### src/hdl/bipw_map.svh
`ifndef BIPW_MAP_SVH
`define BIPW_MAP_SVH
// ==========================================================
// Widths and sizes
`define BIPW_DATA_W    32
`define BIPW_ADDR_W    4
`define BIPW_MEM_DEPTH 16
`define BIPW_CNT_W     8
`define BIPW_BUF_DEPTH 2'h2
`define BIPW_BUF_CW    2
`define BIPW_PADDR_W   8
// ==========================================================
// Timing of one call (edges from acceptance to done; 0 = not pipelined)
`define BIPW_LATENCY   4
`define BIPW_II        0
// ==========================================================
// Caller register offsets
`define BIPW_OFF_CTRL  8'h00
`define BIPW_OFF_STAT  8'h04
`define BIPW_OFF_ARG   8'h08
`define BIPW_OFF_BIDI  8'h0c
`define BIPW_OFF_RES   8'h10
`define BIPW_OFF_BIDO  8'h14
`define BIPW_OFF_SIN   8'h18
`define BIPW_OFF_SOUT  8'h1c
// ==========================================================
// Control and status bit positions
`define BIPW_CTRL_START 0
`define BIPW_CTRL_CONT  1
`define BIPW_CTRL_EN    2
`define BIPW_CTRL_RST   3
`define BIPW_CTRL_AUTO  4
`define BIPW_ST_IDLE    0
`define BIPW_ST_DONE    1
`define BIPW_ST_START   2
`define BIPW_ST_INFULL  3
`define BIPW_ST_CNT_LO  4
`define BIPW_ST_CNT_HI  5
// ==========================================================
// Reset values
`define BIPW_EN_RST    1'h1
`define BIPW_RST_RST   1'h1
`define BIPW_WORD_RST  32'h0000_0000
`endif

### src/hdl/bipw_pkg.sv
package bipw_pkg;
  // Call sequencer states
  typedef enum logic [2:0] {
    ST_IDLE,
    ST_FETCH,
    ST_TAKE,
    ST_PUT,
    ST_FIN,
    ST_HOLD
  } bipw_state_t;
endpackage

### src/hdl/bipw_if.sv
`timescale 1ns/10ps
`default_nettype none
`include "bipw_map.svh"
// ==========================================================
// Link between the caller and the embedded unit
interface bipw_if (
  input wire logic clk  // Shared clock of both ends
);
  logic                      unit_reset;
  logic                      unit_enable;
  logic                      call_request;
  logic                      inputs_accepted;
  logic                      call_complete;
  logic                      unit_quiescent;
  logic                      proceed_grant;
  logic [`BIPW_DATA_W-1:0]   arg_in;
  logic [`BIPW_DATA_W-1:0]   res_out;
  logic                      res_valid;
  logic [`BIPW_DATA_W-1:0]   bidir_in;
  logic [`BIPW_DATA_W-1:0]   bidir_out;
  logic                      bidir_valid;
  logic                      sin_empty_n;
  logic                      sin_rd_en;
  logic [`BIPW_DATA_W-1:0]   sin_data;
  logic                      sout_full_n;
  logic                      sout_wr_en;
  logic [`BIPW_DATA_W-1:0]   sout_data;
  logic [`BIPW_ADDR_W-1:0]   mem_addr;
  logic                      mem_ce;
  logic                      mem_we;
  logic [`BIPW_DATA_W-1:0]   mem_wdata;
  logic [`BIPW_DATA_W-1:0]   mem_rdata;

  modport device_end (
    input  clk, unit_reset, unit_enable, call_request, proceed_grant,
    input  arg_in, bidir_in, sin_empty_n, sin_data, sout_full_n, mem_rdata,
    output inputs_accepted, call_complete, unit_quiescent, res_out, res_valid,
    output bidir_out, bidir_valid, sin_rd_en, sout_wr_en, sout_data,
    output mem_addr, mem_ce, mem_we, mem_wdata
  );
  modport caller_end (
    input  clk, inputs_accepted, call_complete, unit_quiescent, res_out, res_valid,
    input  bidir_out, bidir_valid, sin_rd_en, sout_wr_en, sout_data,
    input  mem_addr, mem_ce, mem_we, mem_wdata,
    output unit_reset, unit_enable, call_request, proceed_grant,
    output arg_in, bidir_in, sin_empty_n, sin_data, sout_full_n, mem_rdata
  );
endinterface
`default_nettype wire

### src/hdl/bipw_caller.sv
`timescale 1ns/10ps
`default_nettype none
`include "bipw_map.svh"
module bipw_caller
  import bipw_pkg::*;
(
  input  wire logic                     pclk,     // Bus and unit clock
  input  wire logic                     presetn,  // Async reset, low
  input  wire logic [`BIPW_PADDR_W-1:0] paddr,    // APB address
  input  wire logic                     psel,     // APB select
  input  wire logic                     penable,  // APB access phase
  input  wire logic                     pwrite,   // APB write
  input  wire logic [`BIPW_DATA_W-1:0]  pwdata,   // APB write data
  output logic [`BIPW_DATA_W-1:0]       prdata,   // APB read data
  output logic                          pready,   // APB ready
  output logic                          pslverr,  // APB error
  bipw_if.caller_end                    bus       // Link to the unit
);

  // ==========================================================
  // Registers
  logic                    en_reg, rst_reg, urst_reg, auto_reg;
  logic                    start_reg, grant_reg;
  logic [`BIPW_DATA_W-1:0] arg_reg, bidi_reg, res_reg, bido_reg;
  logic [`BIPW_DATA_W-1:0] sin_reg, mrd_reg, prdata_reg, rd_mux;
  logic                    sin_full_reg, full_n_reg, pready_reg, pslverr_reg;
  logic [`BIPW_DATA_W-1:0] mem [`BIPW_MEM_DEPTH];
  logic [`BIPW_DATA_W-1:0] buf_q [2];
  logic                    wp_reg, rp_reg;
  logic [`BIPW_BUF_CW-1:0] cnt_reg, cnt_next;
  logic                    done_acc, wr_acc, rd_acc, push, pop, hit_any;

  function automatic logic hit(input logic [`BIPW_PADDR_W-1:0] a,
                               input logic [`BIPW_PADDR_W-1:0] off);
    hit = (a == off);
  endfunction

  // APB completion strobes; zero wait states
  assign done_acc = psel && penable && pready_reg;
  assign wr_acc   = done_acc && pwrite;
  assign rd_acc   = done_acc && !pwrite;
  assign hit_any  = hit(paddr, `BIPW_OFF_CTRL) || hit(paddr, `BIPW_OFF_STAT) ||
                    hit(paddr, `BIPW_OFF_ARG) || hit(paddr, `BIPW_OFF_BIDI) ||
                    hit(paddr, `BIPW_OFF_RES) || hit(paddr, `BIPW_OFF_BIDO) ||
                    hit(paddr, `BIPW_OFF_SIN) || hit(paddr, `BIPW_OFF_SOUT);

  // Read mux, unmapped reads zero
  always_comb begin
    rd_mux = '0;
    if (hit(paddr, `BIPW_OFF_CTRL)) begin
      rd_mux[`BIPW_CTRL_START] = start_reg;
      rd_mux[`BIPW_CTRL_CONT]  = grant_reg;
      rd_mux[`BIPW_CTRL_EN]    = en_reg;
      rd_mux[`BIPW_CTRL_RST]   = rst_reg;
      rd_mux[`BIPW_CTRL_AUTO]  = auto_reg;
    end else if (hit(paddr, `BIPW_OFF_STAT)) begin
      rd_mux[`BIPW_ST_IDLE]   = bus.unit_quiescent;
      rd_mux[`BIPW_ST_DONE]   = bus.call_complete;
      rd_mux[`BIPW_ST_START]  = start_reg;
      rd_mux[`BIPW_ST_INFULL] = sin_full_reg;
      rd_mux[`BIPW_ST_CNT_HI:`BIPW_ST_CNT_LO] = cnt_reg;
    end else if (hit(paddr, `BIPW_OFF_ARG)) begin
      rd_mux = arg_reg;
    end else if (hit(paddr, `BIPW_OFF_BIDI)) begin
      rd_mux = bidi_reg;
    end else if (hit(paddr, `BIPW_OFF_RES)) begin
      rd_mux = res_reg;
    end else if (hit(paddr, `BIPW_OFF_BIDO)) begin
      rd_mux = bido_reg;
    end else if (hit(paddr, `BIPW_OFF_SOUT)) begin
      rd_mux = (cnt_reg != '0) ? buf_q[rp_reg] : '0;
    end
  end

  // ==========================================================
  // APB slave answer
  always_ff @(posedge pclk or negedge presetn) begin
    if (!presetn) begin
      pready_reg  <= 1'h0;
      prdata_reg  <= `BIPW_WORD_RST;
      pslverr_reg <= 1'h0;
    end else if (psel && !penable) begin
      pready_reg  <= 1'h1;
      prdata_reg  <= rd_mux;
      pslverr_reg <= !hit_any;
    end else if (done_acc) begin
      pready_reg  <= 1'h0;
      pslverr_reg <= 1'h0;
    end
  end

  // ==========================================================
  // Control, handshake requests; set wins over clear
  always_ff @(posedge pclk or negedge presetn) begin
    if (!presetn) begin
      en_reg    <= `BIPW_EN_RST;
      rst_reg   <= 1'h0;
      urst_reg  <= `BIPW_RST_RST;
      auto_reg  <= 1'h0;
      start_reg <= 1'h0;
      grant_reg <= 1'h0;
    end else begin
      urst_reg <= rst_reg;
      if (wr_acc && hit(paddr, `BIPW_OFF_CTRL)) begin
        en_reg   <= pwdata[`BIPW_CTRL_EN];
        rst_reg  <= pwdata[`BIPW_CTRL_RST];
        auto_reg <= pwdata[`BIPW_CTRL_AUTO];
      end
      // Start held until the unit accepts it
      if (wr_acc && hit(paddr, `BIPW_OFF_CTRL) && pwdata[`BIPW_CTRL_START]) begin
        start_reg <= 1'h1;
      end else if (bus.inputs_accepted && en_reg) begin
        start_reg <= 1'h0;
      end
      if ((wr_acc && hit(paddr, `BIPW_OFF_CTRL) && pwdata[`BIPW_CTRL_CONT]) || auto_reg) begin
        grant_reg <= 1'h1;
      end else if (bus.call_complete && grant_reg && en_reg) begin
        grant_reg <= 1'h0;
      end
    end
  end

  // ==========================================================
  // Arguments, input stream word and captured strobed outputs
  always_ff @(posedge pclk or negedge presetn) begin
    if (!presetn) begin
      arg_reg      <= `BIPW_WORD_RST;
      bidi_reg     <= `BIPW_WORD_RST;
      sin_reg      <= `BIPW_WORD_RST;
      sin_full_reg <= 1'h0;
      res_reg      <= `BIPW_WORD_RST;
      bido_reg     <= `BIPW_WORD_RST;
    end else begin
      if (wr_acc && hit(paddr, `BIPW_OFF_ARG)) arg_reg <= pwdata;
      if (wr_acc && hit(paddr, `BIPW_OFF_BIDI)) bidi_reg <= pwdata;
      // Writing while full is dropped, so no word is overwritten
      if (wr_acc && hit(paddr, `BIPW_OFF_SIN) && !sin_full_reg) begin
        sin_reg      <= pwdata;
        sin_full_reg <= 1'h1;
      end else if (bus.sin_rd_en && en_reg && sin_full_reg) begin
        sin_full_reg <= 1'h0;
      end
      if (bus.res_valid && en_reg) res_reg <= bus.res_out;
      if (bus.bidir_valid && en_reg) bido_reg <= bus.bidir_out;
    end
  end

  // ==========================================================
  // Two-entry output buffer; full flag reaches the unit
  assign push = bus.sout_wr_en && en_reg && (cnt_reg != `BIPW_BUF_DEPTH);
  assign pop  = rd_acc && hit(paddr, `BIPW_OFF_SOUT) && (cnt_reg != '0);
  assign cnt_next = cnt_reg + {1'h0, push} - {1'h0, pop};
  always_ff @(posedge pclk or negedge presetn) begin
    if (!presetn) begin
      wp_reg     <= 1'h0;
      rp_reg     <= 1'h0;
      cnt_reg    <= '0;
      full_n_reg <= 1'h1;
      buf_q[0]   <= `BIPW_WORD_RST;
      buf_q[1]   <= `BIPW_WORD_RST;
    end else begin
      if (push) begin
        buf_q[wp_reg] <= bus.sout_data;
        wp_reg        <= !wp_reg;
      end
      if (pop) rp_reg <= !rp_reg;
      cnt_reg    <= cnt_next;
      full_n_reg <= (cnt_next != `BIPW_BUF_DEPTH);
    end
  end

  // ==========================================================
  // Single-port memory served to the unit, one-cycle read
  always_ff @(posedge pclk or negedge presetn) begin
    if (!presetn) begin
      mrd_reg <= `BIPW_WORD_RST;
      for (int i = 0; i < `BIPW_MEM_DEPTH; i++) mem[i] <= `BIPW_WORD_RST;
    end else if (bus.mem_ce && en_reg) begin
      if (bus.mem_we) mem[bus.mem_addr] <= bus.mem_wdata;
      else mrd_reg <= mem[bus.mem_addr];
    end
  end

  assign prdata            = prdata_reg;
  assign pready            = pready_reg;
  assign pslverr           = pslverr_reg;
  assign bus.unit_reset    = urst_reg;
  assign bus.unit_enable   = en_reg;
  assign bus.call_request  = start_reg;
  assign bus.proceed_grant = grant_reg;
  assign bus.arg_in        = arg_reg;
  assign bus.bidir_in      = bidi_reg;
  assign bus.sin_empty_n   = sin_full_reg;
  assign bus.sin_data      = sin_reg;
  assign bus.sout_full_n   = full_n_reg;
  assign bus.mem_rdata     = mrd_reg;

endmodule
`default_nettype wire

### src/flat_wrapper.sv
// flat-port wrapper written by rule: the top's interface ports become plain ports
module bipw_caller_flat import bipw_pkg::*;
  (pclk, presetn, paddr, psel, penable, pwrite, pwdata, prdata, pready, pslverr, clk, bus_inputs_accepted, bus_call_complete, bus_unit_quiescent, bus_res_out, bus_res_valid, bus_bidir_out, bus_bidir_valid, bus_sin_rd_en, bus_sout_wr_en, bus_sout_data, bus_mem_addr, bus_mem_ce, bus_mem_we, bus_mem_wdata, bus_unit_reset, bus_unit_enable, bus_call_request, bus_proceed_grant, bus_arg_in, bus_bidir_in, bus_sin_empty_n, bus_sin_data, bus_sout_full_n, bus_mem_rdata);
  bipw_if bus_i (.clk(clk));
  input  wire logic pclk;
  input  wire logic presetn;
  input  wire logic [`BIPW_PADDR_W-1:0] paddr;
  input  wire logic psel;
  input  wire logic penable;
  input  wire logic pwrite;
  input  wire logic [`BIPW_DATA_W-1:0] pwdata;
  output logic [`BIPW_DATA_W-1:0] prdata;
  output logic pready;
  output logic pslverr;
  input wire logic clk;
  input wire logic [$bits(bus_i.inputs_accepted)-1:0] bus_inputs_accepted;
  input wire logic [$bits(bus_i.call_complete)-1:0] bus_call_complete;
  input wire logic [$bits(bus_i.unit_quiescent)-1:0] bus_unit_quiescent;
  input wire logic [$bits(bus_i.res_out)-1:0] bus_res_out;
  input wire logic [$bits(bus_i.res_valid)-1:0] bus_res_valid;
  input wire logic [$bits(bus_i.bidir_out)-1:0] bus_bidir_out;
  input wire logic [$bits(bus_i.bidir_valid)-1:0] bus_bidir_valid;
  input wire logic [$bits(bus_i.sin_rd_en)-1:0] bus_sin_rd_en;
  input wire logic [$bits(bus_i.sout_wr_en)-1:0] bus_sout_wr_en;
  input wire logic [$bits(bus_i.sout_data)-1:0] bus_sout_data;
  input wire logic [$bits(bus_i.mem_addr)-1:0] bus_mem_addr;
  input wire logic [$bits(bus_i.mem_ce)-1:0] bus_mem_ce;
  input wire logic [$bits(bus_i.mem_we)-1:0] bus_mem_we;
  input wire logic [$bits(bus_i.mem_wdata)-1:0] bus_mem_wdata;
  output wire logic [$bits(bus_i.unit_reset)-1:0] bus_unit_reset;
  output wire logic [$bits(bus_i.unit_enable)-1:0] bus_unit_enable;
  output wire logic [$bits(bus_i.call_request)-1:0] bus_call_request;
  output wire logic [$bits(bus_i.proceed_grant)-1:0] bus_proceed_grant;
  output wire logic [$bits(bus_i.arg_in)-1:0] bus_arg_in;
  output wire logic [$bits(bus_i.bidir_in)-1:0] bus_bidir_in;
  output wire logic [$bits(bus_i.sin_empty_n)-1:0] bus_sin_empty_n;
  output wire logic [$bits(bus_i.sin_data)-1:0] bus_sin_data;
  output wire logic [$bits(bus_i.sout_full_n)-1:0] bus_sout_full_n;
  output wire logic [$bits(bus_i.mem_rdata)-1:0] bus_mem_rdata;
  assign bus_i.inputs_accepted = bus_inputs_accepted;
  assign bus_i.call_complete = bus_call_complete;
  assign bus_i.unit_quiescent = bus_unit_quiescent;
  assign bus_i.res_out = bus_res_out;
  assign bus_i.res_valid = bus_res_valid;
  assign bus_i.bidir_out = bus_bidir_out;
  assign bus_i.bidir_valid = bus_bidir_valid;
  assign bus_i.sin_rd_en = bus_sin_rd_en;
  assign bus_i.sout_wr_en = bus_sout_wr_en;
  assign bus_i.sout_data = bus_sout_data;
  assign bus_i.mem_addr = bus_mem_addr;
  assign bus_i.mem_ce = bus_mem_ce;
  assign bus_i.mem_we = bus_mem_we;
  assign bus_i.mem_wdata = bus_mem_wdata;
  assign bus_unit_reset = bus_i.unit_reset;
  assign bus_unit_enable = bus_i.unit_enable;
  assign bus_call_request = bus_i.call_request;
  assign bus_proceed_grant = bus_i.proceed_grant;
  assign bus_arg_in = bus_i.arg_in;
  assign bus_bidir_in = bus_i.bidir_in;
  assign bus_sin_empty_n = bus_i.sin_empty_n;
  assign bus_sin_data = bus_i.sin_data;
  assign bus_sout_full_n = bus_i.sout_full_n;
  assign bus_mem_rdata = bus_i.mem_rdata;
  bipw_caller u_core (.pclk(pclk), .presetn(presetn), .paddr(paddr), .psel(psel), .penable(penable), .pwrite(pwrite), .pwdata(pwdata), .prdata(prdata), .pready(pready), .pslverr(pslverr), .bus(bus_i));
endmodule
### config.mk
export PLATFORM = sky130hd
export DESIGN_NAME = bipw_caller_flat
export DESIGN_NICKNAME = d
export VERILOG_FILES = /design/src/hdl/bipw_pkg.sv /design/src/hdl/bipw_if.sv /design/src/hdl/bipw_caller.sv /design/src/flat_wrapper.sv
export VERILOG_INCLUDE_DIRS = /design/src /design/src/hdl
export SDC_FILE = /design/constraint.sdc
export NUM_CORES = 1
export LEC_CHECK = 0
export ABC_AREA = 1
export BUFFER_PORTS_ARGS = -buffer_cell sky130_fd_sc_hd__buf_4
export CAP_MARGIN = 15
export CORE_UTILIZATION = 55
export CTS_CLUSTER_DIAMETER = 200
export CTS_CLUSTER_SIZE = 40
export DETAILED_ROUTE_END_ITERATION = 12
export PLACE_DENSITY_LB_ADDON = 0.2
export SLEW_MARGIN = 20
export SYNTH_ARGS = -nofsm -noshare
export SYNTH_HDL_FRONTEND = slang
export SYNTH_SLANG_ARGS = --single-unit
### constraint.sdc
create_clock -name pclk -period 2.5 [get_ports pclk]
set_input_delay 0.125 -clock pclk [delete_from_list [all_inputs] [get_ports pclk]]
set_output_delay 0.125 -clock pclk [all_outputs]
set_load 0.05 [all_outputs]
==> flow_results.xml, run 1 <==
<?xml version="1.0" encoding="UTF-8"?>
<metrics>
  <group name="status">
    <metric name="outcome" unit="">completed</metric>
  </group>
  <group name="hold_path">
    <metric name="timing.hold.worst_path_depth" unit="">3</metric>
    <metric name="hold_path.startpoint" unit="">bus_mem_wdata[9]</metric>
    <metric name="min-delay-path-class" unit="">in -&gt; reg</metric>
  </group>
  <group name="worst_setup_path">
    <metric name="crit_path_top_delay_cell" unit="">sky130_fd_sc_hd__dfstp_2</metric>
    <metric name="timing.critical_path.to_type" unit="">register</metric>
    <metric name="critical_path_required" unit="ps">3040</metric>
    <metric name="r2r_start" unit="">u_core.bus.unit_enable</metric>
    <metric name="critical_path.max_fanout" unit="">64</metric>
    <metric name="crit_path_max_incr_delay" unit="ps">720</metric>
    <metric name="critical_path_arrival" unit="ps">2800</metric>
    <metric name="startpoint_type" unit="">register</metric>
    <metric name="path_class" unit="">reg -&gt; reg</metric>
    <metric name="list_of_cells_traversed_by_the_critical_path" unit="">nand3_4 -&gt; inv_4 -&gt; buf_4 -&gt; nand3_4 -&gt; buf_4 -&gt; o21ai_0</metric>
    <metric name="ff2ff_path_depth" unit="">6</metric>
    <metric name="startpoint" unit="">u_core.bus.unit_enable</metric>
  </group>
  <group name="timing">
    <metric name="grt_setup_unrepaired" unit="">false</metric>
    <metric name="report.final.setup_viol" unit="">0</metric>
    <metric name="timing.fmax" unit="GHz">0.442</metric>
    <metric name="timing.final.hold_violations" unit="">0</metric>
    <metric name="fin_worst_skew" unit="ps">39.5</metric>
    <metric name="finalCritPeriodShare" unit="%">90.5</metric>
    <metric name="worst_slew_pin_slew" unit="ps">867</metric>
    <metric name="worst_hold_slack" unit="ps">15.5</metric>
    <metric name="finalWorstPathRequiredPeriod" unit="ps">2260</metric>
    <metric name="layout_setup_ws" unit="ps">238</metric>
    <metric name="slew_headroom" unit="%">41.6</metric>
    <metric name="setup_tns" unit="ps">0</metric>
    <metric name="final_max_slew_viol_count" unit="">0</metric>
  </group>
  <group name="floorplanning">
    <metric name="dieWidth" unit="um">254</metric>
    <metric name="floorplan.initialDensity" unit="%">55.5</metric>
    <metric name="die-area" unit="um^2">64500</metric>
    <metric name="ioPinCount" unit="">355</metric>
    <metric name="placeableCoreArea" unit="um^2">63000</metric>
    <metric name="dieHeight" unit="um">254</metric>
    <metric name="standard_cell_rows" unit="">92</metric>
  </group>
  <group name="yosys">
    <metric name="multiplexer_share_of_the_synthesized_area" unit="%">1.64</metric>
    <metric name="synth_cell_type_count" unit="">35</metric>
    <metric name="yosys.area.top_type_share" unit="%">58.1</metric>
    <metric name="post-synth-top-count-cell" unit="">sky130_fd_sc_hd__nand2_1</metric>
    <metric name="share_of_the_synthesized_area_in_compound_gates_ao_oa_aoi_oai" unit="%">16.7</metric>
    <metric name="ys_top_cells_by_area" unit="">sky130_fd_sc_hd__dfrtp_1 58%, sky130_fd_sc_hd__nand2_1 13%, sky130_fd_sc_hd__o21ai_0 6.3%, sky130_fd_sc_hd__a22oi_1 5.5%, sky130_fd_sc_hd__o21ai_1 3.3%</metric>
    <metric name="post_synth_fa_ha_maj_area_fraction" unit="%">0.0716</metric>
    <metric name="syn_area" unit="um^2">34900</metric>
    <metric name="dominant_combinational_cell_family_by_area_after_synthesis" unit="">simple AND/OR/NAND/NOR gates</metric>
    <metric name="synth_sequential_area_ratio" unit="%">58.3</metric>
    <metric name="synth-edff-count" unit="">0</metric>
    <metric name="synth_top_area_cell" unit="">sky130_fd_sc_hd__dfrtp_1</metric>
    <metric name="post_synth_and_or_nand_nor_area_fraction" unit="%">18.1</metric>
    <metric name="synthArstFlopShare" unit="%">100</metric>
    <metric name="syn_inst" unit="">3902</metric>
    <metric name="ys.warnings.count" unit="">0</metric>
    <metric name="synth_commonest_cells" unit="">1235 x sky130_fd_sc_hd__nand2_1, 811 x sky130_fd_sc_hd__dfrtp_1, 440 x sky130_fd_sc_hd__o21ai_0</metric>
    <metric name="ys_ff_latch" unit="">814</metric>
    <metric name="syn-mean-instance-area" unit="um^2">8.96</metric>
    <metric name="post_synth_xor_area_fraction" unit="%">0.0752</metric>
    <metric name="synth_nets" unit="">4091</metric>
    <metric name="flip_flop_cell_with_the_highest_count_after_synthesis" unit="">sky130_fd_sc_hd__dfrtp_1</metric>
  </group>
  <group name="run">
    <metric name="drv_cap" unit="">0</metric>
  </group>
  <group name="power_and_ir_drop">
    <metric name="power.ir.vdd_worst" unit="uV">493</metric>
    <metric name="power_density" unit="nW/um^2">515</metric>
    <metric name="power_switching" unit="W">0.00524</metric>
    <metric name="intPower" unit="W">0.0159</metric>
    <metric name="leakage_power" unit="nW">20.2</metric>
    <metric name="combPwrFrac" unit="%">8.5</metric>
    <metric name="power.sequential.fraction" unit="%">63.5</metric>
    <metric name="p_sw_share" unit="%">24.8</metric>
    <metric name="power_frac_clock" unit="%">28.1</metric>
  </group>
  <group name="placed_design">
    <metric name="count_of_input_and_output_buffers" unit="">353</metric>
    <metric name="placed_cells_incl_taps" unit="">4928</metric>
    <metric name="post-dp-hpwl" unit="um">64800</metric>
    <metric name="postPlaceCellArea" unit="um^2">38500</metric>
    <metric name="globalplace.congestion" unit="">0.952</metric>
    <metric name="place_worst_setup_slack" unit="ps">301</metric>
  </group>
  <group name="routing">
    <metric name="postRouteWirelength" unit="um">105000</metric>
    <metric name="initialDrtViolationCount" unit="">3290</metric>
    <metric name="remaining_drc_errors" unit="">0</metric>
    <metric name="detail_route.first_pass.iterations" unit="">6</metric>
    <metric name="route.antenna.remaining_nets" unit="">0</metric>
    <metric name="detail_route.vias_per_cell" unit="">5.72</metric>
    <metric name="dr_total_vias" unit="">29456</metric>
    <metric name="post_drt_wl_per_cell" unit="um">20.3</metric>
  </group>
  <group name="clock_network">
    <metric name="clkLatencyLatePin" unit="ps">640</metric>
    <metric name="post_cts_buffers" unit="">0</metric>
    <metric name="cts_max_level" unit="">1</metric>
    <metric name="cts-buffers-inserted" unit="">24</metric>
    <metric name="tritoncts" unit="">done</metric>
    <metric name="clk_pin_slew_worst_paths" unit="ps">140</metric>
    <metric name="cts-root-buf" unit="">sky130_fd_sc_hd__clkbuf_16</metric>
    <metric name="clockBufferDepth" unit="">3</metric>
    <metric name="cts.sinks" unit="">814</metric>
  </group>
  <group name="global_routing">
    <metric name="grt_remaining_overflow" unit="">0</metric>
    <metric name="grt_usage" unit="%">32.2</metric>
    <metric name="number_of_antenna_violations_at_the_first_check_in_global_routing" unit="">12</metric>
    <metric name="grt_pass1_wl" unit="um">161000</metric>
    <metric name="number_of_global_route_vias_before_repair" unit="">27913</metric>
    <metric name="grt_max_degree" unit="">101</metric>
  </group>
  <group name="layout">
    <metric name="fillCellCount" unit="">5232</metric>
    <metric name="largest_reg_flops" unit="">512</metric>
    <metric name="area.growth.synth_to_final" unit="%">17.3</metric>
    <metric name="post_route_cells_drive_above_1_share" unit="%">13.7</metric>
    <metric name="most_flop_heavy_register" unit="">u_core.mem</metric>
    <metric name="top_regs" unit="">u_core.mem (512), u_core.buf_q (64)</metric>
    <metric name="finalNetCount" unit="">4464</metric>
    <metric name="layout_cells_excl_fill" unit="">5148</metric>
    <metric name="design_area" unit="um^2">41000</metric>
  </group>
</metrics>
## power groups by stage
stage / Sequential (W) / Combinational (W) / Clock, W
after CTS: 0.0134 / 0.00178 / 0.00601
after global routing: 0.0134 / 0.00193 / 0.00639
after detailed placement: 0.0136 / 0.00155 / 0
after global placement: 0.0136 / 0.00155 / 0
final: 0.0134 / 0.00179 / 0.00592
after floorplan: 0.0138 / 0.000491 / 0
## layout by cell type, fill, tap and decap left out, drive strengths merged
cell,n
nand2,1239
dfrtp,811
o21ai,667
buf,458
a22oi,256
nor2,226
dlygate4sd3,167
inv,150
a21oi,104
nand3,96
mux2,51
clkbuf,42
diode,10
nand4,5
o211ai,5
dfstp,3
xor2,2
or2,2
ha,2
nor4,1
xnor2,1
nor3b,1
o21bai,1
nor3,1
clkinv,1
## logic make-up (layout without fill, tap and decap cells)
logic type	after synthesis	count (layout)
adders and majority gates	2	2
buffers and inverters	428	818
xor gates and xnor gates	3	3
and+or+nand+nor	1571	1571
AOI/OAI and AO/OA	1033	1033
muxes	51	51
other	0	10
DFF	814	814
## worst max-delay path: cells and delay by family, from the launching register on
kind	cells	cell delay [ps]
buffers and inverters	3	900
DFF	1	720
and+or+nand+nor	2	210
AOI/OAI and AO/OA	1	320
## path summary, 6_finish.rpt
check	to	slack (ps)
max	u_core.mem[143]	240
min	u_core.mem[73]	20
max reg2reg	u_core.mem[143]	240
min reg2reg	u_core.mem[61]	500
max in group asynchronous	u_core.mem[160]	1490
min in group asynchronous	u_core.bus.bidir_in[25]	40
## what timing repair did
action / in CTS / in global routing
hold endpoints to repair: 962 / 0
hold buffers: 167 / 0
gates resized for setup: 0 / 1
endpoints found under the setup margin: 0 / 1
## per-layer routing
metal  global-route usage, %  vias up  part of all wire, %  wire, um
met1                    47.3    14348                   43     45000
met3                    4.92      272                  7.3      7620
met2                    48.5     1217                   46     47800
li1                        -    13611                    -         -
met4                    12.0        8                  4.1      4260
met5                       0        -                0.048        50
## per-stage QoR
stage,total power (W),utilization [%]
floorplan,0.0143,-
global placement,0.0152,61.2
detailed placement,0.0152,61.2
CTS,0.0212,65.0
global route,0.0217,65.1
finish,0.0211,65.1
## cell type report
| class | count | area [um^2] | area share (%) |
|---|---|---|---|
| antenna | 10 | 25.0 | 0.0611 |
| clock buffer | 42 | 689 | 1.68 |
| clock inverter | 1 | 30.0 | 0.0733 |
| inverter | 150 | 568 | 1.39 |
| multi-input combinational | 2660 | 12800 | 31.3 |
| sequential | 814 | 20400 | 49.7 |
| tap | 846 | 1060 | 2.58 |
| timing repair buffer | 625 | 5410 | 13.2 |
(Power assumes the default switching activity.)
==> run 2, diff against run 1 <==
Settings changed: SETUP_SLACK_MARGIN set to 0.5.
==> run 2 against run 1 <==
  * First-iteration DRC count increased by 4.5%
  * Largest power group unchanged
  * Fmax is 15% higher
  * Sequential share of layout area shrank 0.27 points
  * Global-route usage rose by 0.77 points
  * Worst hold slack worse by 1.1 ps
  * Highest routed layer unchanged
==> flow_results.xml, run 2 (synthesis gave the netlist of run 1 again) <==
<?xml version="1.0" encoding="UTF-8"?>
<metrics>
  <group name="status">
    <metric name="outcome" unit="">completed</metric>
  </group>
  <group name="worst_setup_path">
    <metric name="critical_path_required" unit="ps">3050</metric>
    <metric name="timing.critical_path.to_type" unit="">register</metric>
    <metric name="r2r_start" unit="">u_core.cnt_reg[1]</metric>
    <metric name="startpoint_type" unit="">register</metric>
    <metric name="path_class" unit="">reg -&gt; reg</metric>
    <metric name="critical_path.max_fanout" unit="">29</metric>
    <metric name="path_delay_family" unit="">simple AND/OR/NAND/NOR gates</metric>
    <metric name="list_of_cells_traversed_by_the_critical_path" unit="">nor2_2 -&gt; buf_12 -&gt; a21oi_1 -&gt; nand2_1 -&gt; nand3_1 -&gt; o21ai_1 -&gt; nand2_1 -&gt; nand2_1 -&gt; nand2_1</metric>
    <metric name="ff2ff_path_depth" unit="">9</metric>
    <metric name="critPathBufInv" unit="">1</metric>
    <metric name="crit_top_cell" unit="">sky130_fd_sc_hd__nand2_1</metric>
    <metric name="crit_path_max_incr_delay" unit="ps">420</metric>
    <metric name="timing.reg2reg.setup_slack" unit="ps">540</metric>
    <metric name="r2r-end" unit="">u_core.prdata[15]</metric>
    <metric name="crit_path_top_delay_cell" unit="">sky130_fd_sc_hd__dfrtp_1</metric>
    <metric name="critical_path_arrival" unit="ps">2520</metric>
  </group>
  <group name="floorplanning">
    <metric name="die-area" unit="um^2">64500</metric>
    <metric name="dieWidth" unit="um">254</metric>
    <metric name="standard_cell_rows" unit="">92</metric>
    <metric name="dieHeight" unit="um">254</metric>
    <metric name="placeableCoreArea" unit="um^2">63000</metric>
    <metric name="floorplan.initialDensity" unit="%">55.5</metric>
    <metric name="ioPinCount" unit="">355</metric>
  </group>
  <group name="layout">
    <metric name="fillCellCount" unit="">5116</metric>
    <metric name="area.growth.synth_to_final" unit="%">17.9</metric>
    <metric name="top_regs" unit="">u_core.mem (512), u_core.buf_q (64)</metric>
    <metric name="mostFrequentLayoutCell" unit="">sky130_fd_sc_hd__nand2_1</metric>
    <metric name="finalNetCount" unit="">4477</metric>
    <metric name="final-seq-area" unit="um^2">20400</metric>
    <metric name="largest_reg_flops" unit="">512</metric>
    <metric name="post_route_cells_drive_above_1_share" unit="%">13.9</metric>
    <metric name="mostFrequentLayoutCells" unit="">1234 x sky130_fd_sc_hd__nand2_1, 810 x sky130_fd_sc_hd__dfrtp_1, 434 x sky130_fd_sc_hd__o21ai_0</metric>
    <metric name="most_flop_heavy_register" unit="">u_core.mem</metric>
    <metric name="total_area_of_multi_input_combinational_cells" unit="um^2">12800</metric>
  </group>
  <group name="timing">
    <metric name="slew_headroom" unit="%">52.2</metric>
    <metric name="final_max_slew_viol_count" unit="">0</metric>
    <metric name="worst_slew_pin_slew" unit="ps">717</metric>
    <metric name="timing.final.hold_violations" unit="">0</metric>
    <metric name="fin_worst_skew" unit="ps">46.1</metric>
    <metric name="finalCritPeriodShare" unit="%">78.5</metric>
    <metric name="setup_tns" unit="ps">0</metric>
    <metric name="timing.fmax" unit="GHz">0.510</metric>
    <metric name="worst_hold_slack" unit="ps">14.4</metric>
    <metric name="finalWorstPathRequiredPeriod" unit="ps">1960</metric>
    <metric name="grt_setup_unrepaired" unit="">true</metric>
    <metric name="report.final.setup_viol" unit="">0</metric>
  </group>
  <group name="placed_design">
    <metric name="count_of_input_and_output_buffers" unit="">353</metric>
    <metric name="globalplace.congestion" unit="">0.962</metric>
    <metric name="post-dp-hpwl" unit="um">66600</metric>
  </group>
  <group name="hold_path">
    <metric name="hold_path.startpoint" unit="">bus_mem_wdata[18]</metric>
    <metric name="hold_worst_path_end" unit="">u_core.mem[466]</metric>
    <metric name="timing.hold.worst_path_depth" unit="">3</metric>
    <metric name="min-delay-path-class" unit="">in -&gt; reg</metric>
  </group>
  <group name="clock_network">
    <metric name="tritoncts" unit="">done</metric>
    <metric name="clk_pin_slew_worst_paths" unit="ps">150</metric>
    <metric name="clockBufferDepth" unit="">3</metric>
    <metric name="cts-root-buf" unit="">sky130_fd_sc_hd__clkbuf_16</metric>
    <metric name="cts.sinks" unit="">814</metric>
    <metric name="cts_max_level" unit="">1</metric>
    <metric name="clkLatencyLatePin" unit="ps">640</metric>
    <metric name="cts-buffers-inserted" unit="">24</metric>
  </group>
  <group name="global_routing">
    <metric name="grt_remaining_overflow" unit="">0</metric>
    <metric name="grt_pass1_wl" unit="um">164000</metric>
    <metric name="number_of_global_route_vias_before_repair" unit="">27825</metric>
    <metric name="grt_usage" unit="%">33.0</metric>
    <metric name="grt_max_degree" unit="">93</metric>
    <metric name="number_of_antenna_violations_at_the_first_check_in_global_routing" unit="">11</metric>
  </group>
  <group name="routing">
    <metric name="route.antenna.remaining_nets" unit="">0</metric>
    <metric name="postRouteWirelength" unit="um">107000</metric>
    <metric name="detail_route.vias_per_cell" unit="">5.74</metric>
    <metric name="detail_route.first_pass.iterations" unit="">6</metric>
    <metric name="post_drt_wl_per_cell" unit="um">20.7</metric>
    <metric name="initialDrtViolationCount" unit="">3437</metric>
    <metric name="remaining_drc_errors" unit="">0</metric>
    <metric name="dr_total_vias" unit="">29649</metric>
  </group>
  <group name="power_and_ir_drop">
    <metric name="leakage_power" unit="nW">20.3</metric>
    <metric name="power.ir.vdd_worst" unit="uV">543</metric>
    <metric name="power_density" unit="nW/um^2">514</metric>
    <metric name="finalPower" unit="W">0.0212</metric>
  </group>
  <group name="run">
    <metric name="drv_cap" unit="">0</metric>
  </group>
</metrics>
-- run 2: cell types whose count changed in the layout (fill, tap and decap cells not counted), sizes merged --
cell	before	now
clkbuf	42	43
dlygate4sd3	167	173
buf	458	465
diode	10	9
-- run 2: what timing repair did --
action / 4_1_cts / 5_1_grt
pin swaps: 1 / 0
hold buffers: 171 / 2
resized for setup: 6 / 12
setup endpoints to repair: 368 / 71
gates cloned: 0 / 0
endpoints found under the hold margin: 1200 / 1
buffers inserted: 2 / 4
-- run 2: worst max path at each step --
stage                                 startpoint                endpoint  slack, ps  cells after the start
after floorplan                    u_core.pready  u_core.bus.sout_full_n        560                      8
after global placement    u_core.bus.unit_enable         u_core.mem[428]        340                      6
after detailed placement                paddr[1]  u_core.bus.sout_full_n        270                     10
after CTS                 u_core.bus.unit_enable         u_core.mem[253]        510                      6
after global routing               u_core.pready  u_core.bus.sout_full_n        440                      8
final                          u_core.cnt_reg[1]       u_core.prdata[15]        540                      9
-- run 2: per-layer routing --
layer,track usage [%],part of all wire [%]
met1,48.4,43
met2,49.2,45
met3,5.32,7.5
met4,12.7,4.2
met5,0,0.012
-- run 2: per-stage QoR --
stage | utilization [%] | instances | cell area (um^2) | setup slack (ps)
2_1_floorplan | - | 3902 | 34900 | 564
3_3_place_gp | 61.4 | 4929 | 38600 | 335
3_5_place_dp | 61.4 | 4929 | 38600 | 269
4_1_cts | 65.3 | 5146 | 41100 | 511
5_1_grt | 65.4 | 5160 | 41200 | 441
6_report | 65.4 | 5161 | 41200 | 538
-- run 2: layout make-up --
cell class	instances	area share, %
Sequential cell	814	49.5
Clock buffer	43	1.68
Clock inverter	1	0.0729
Timing Repair Buffer	638	13.6
Tap cell	846	2.57
Inverter	150	1.39
Antenna cell	9	0.0547
Multi-Input combinational cell	2660	31.2
-- run 2: tightest hold or removal path, cell delays in order --
cell	delay, ps
sky130_fd_sc_hd__buf_4	80
sky130_fd_sc_hd__inv_1	220
sky130_fd_sc_hd__o21ai_1	200
-- run 2: power breakdown --
part           switching (W)  internal, W
clock                0.00400      0.00195
combinational        0.00119     0.000638
sequential         0.0000849       0.0133
total                0.00528       0.0159
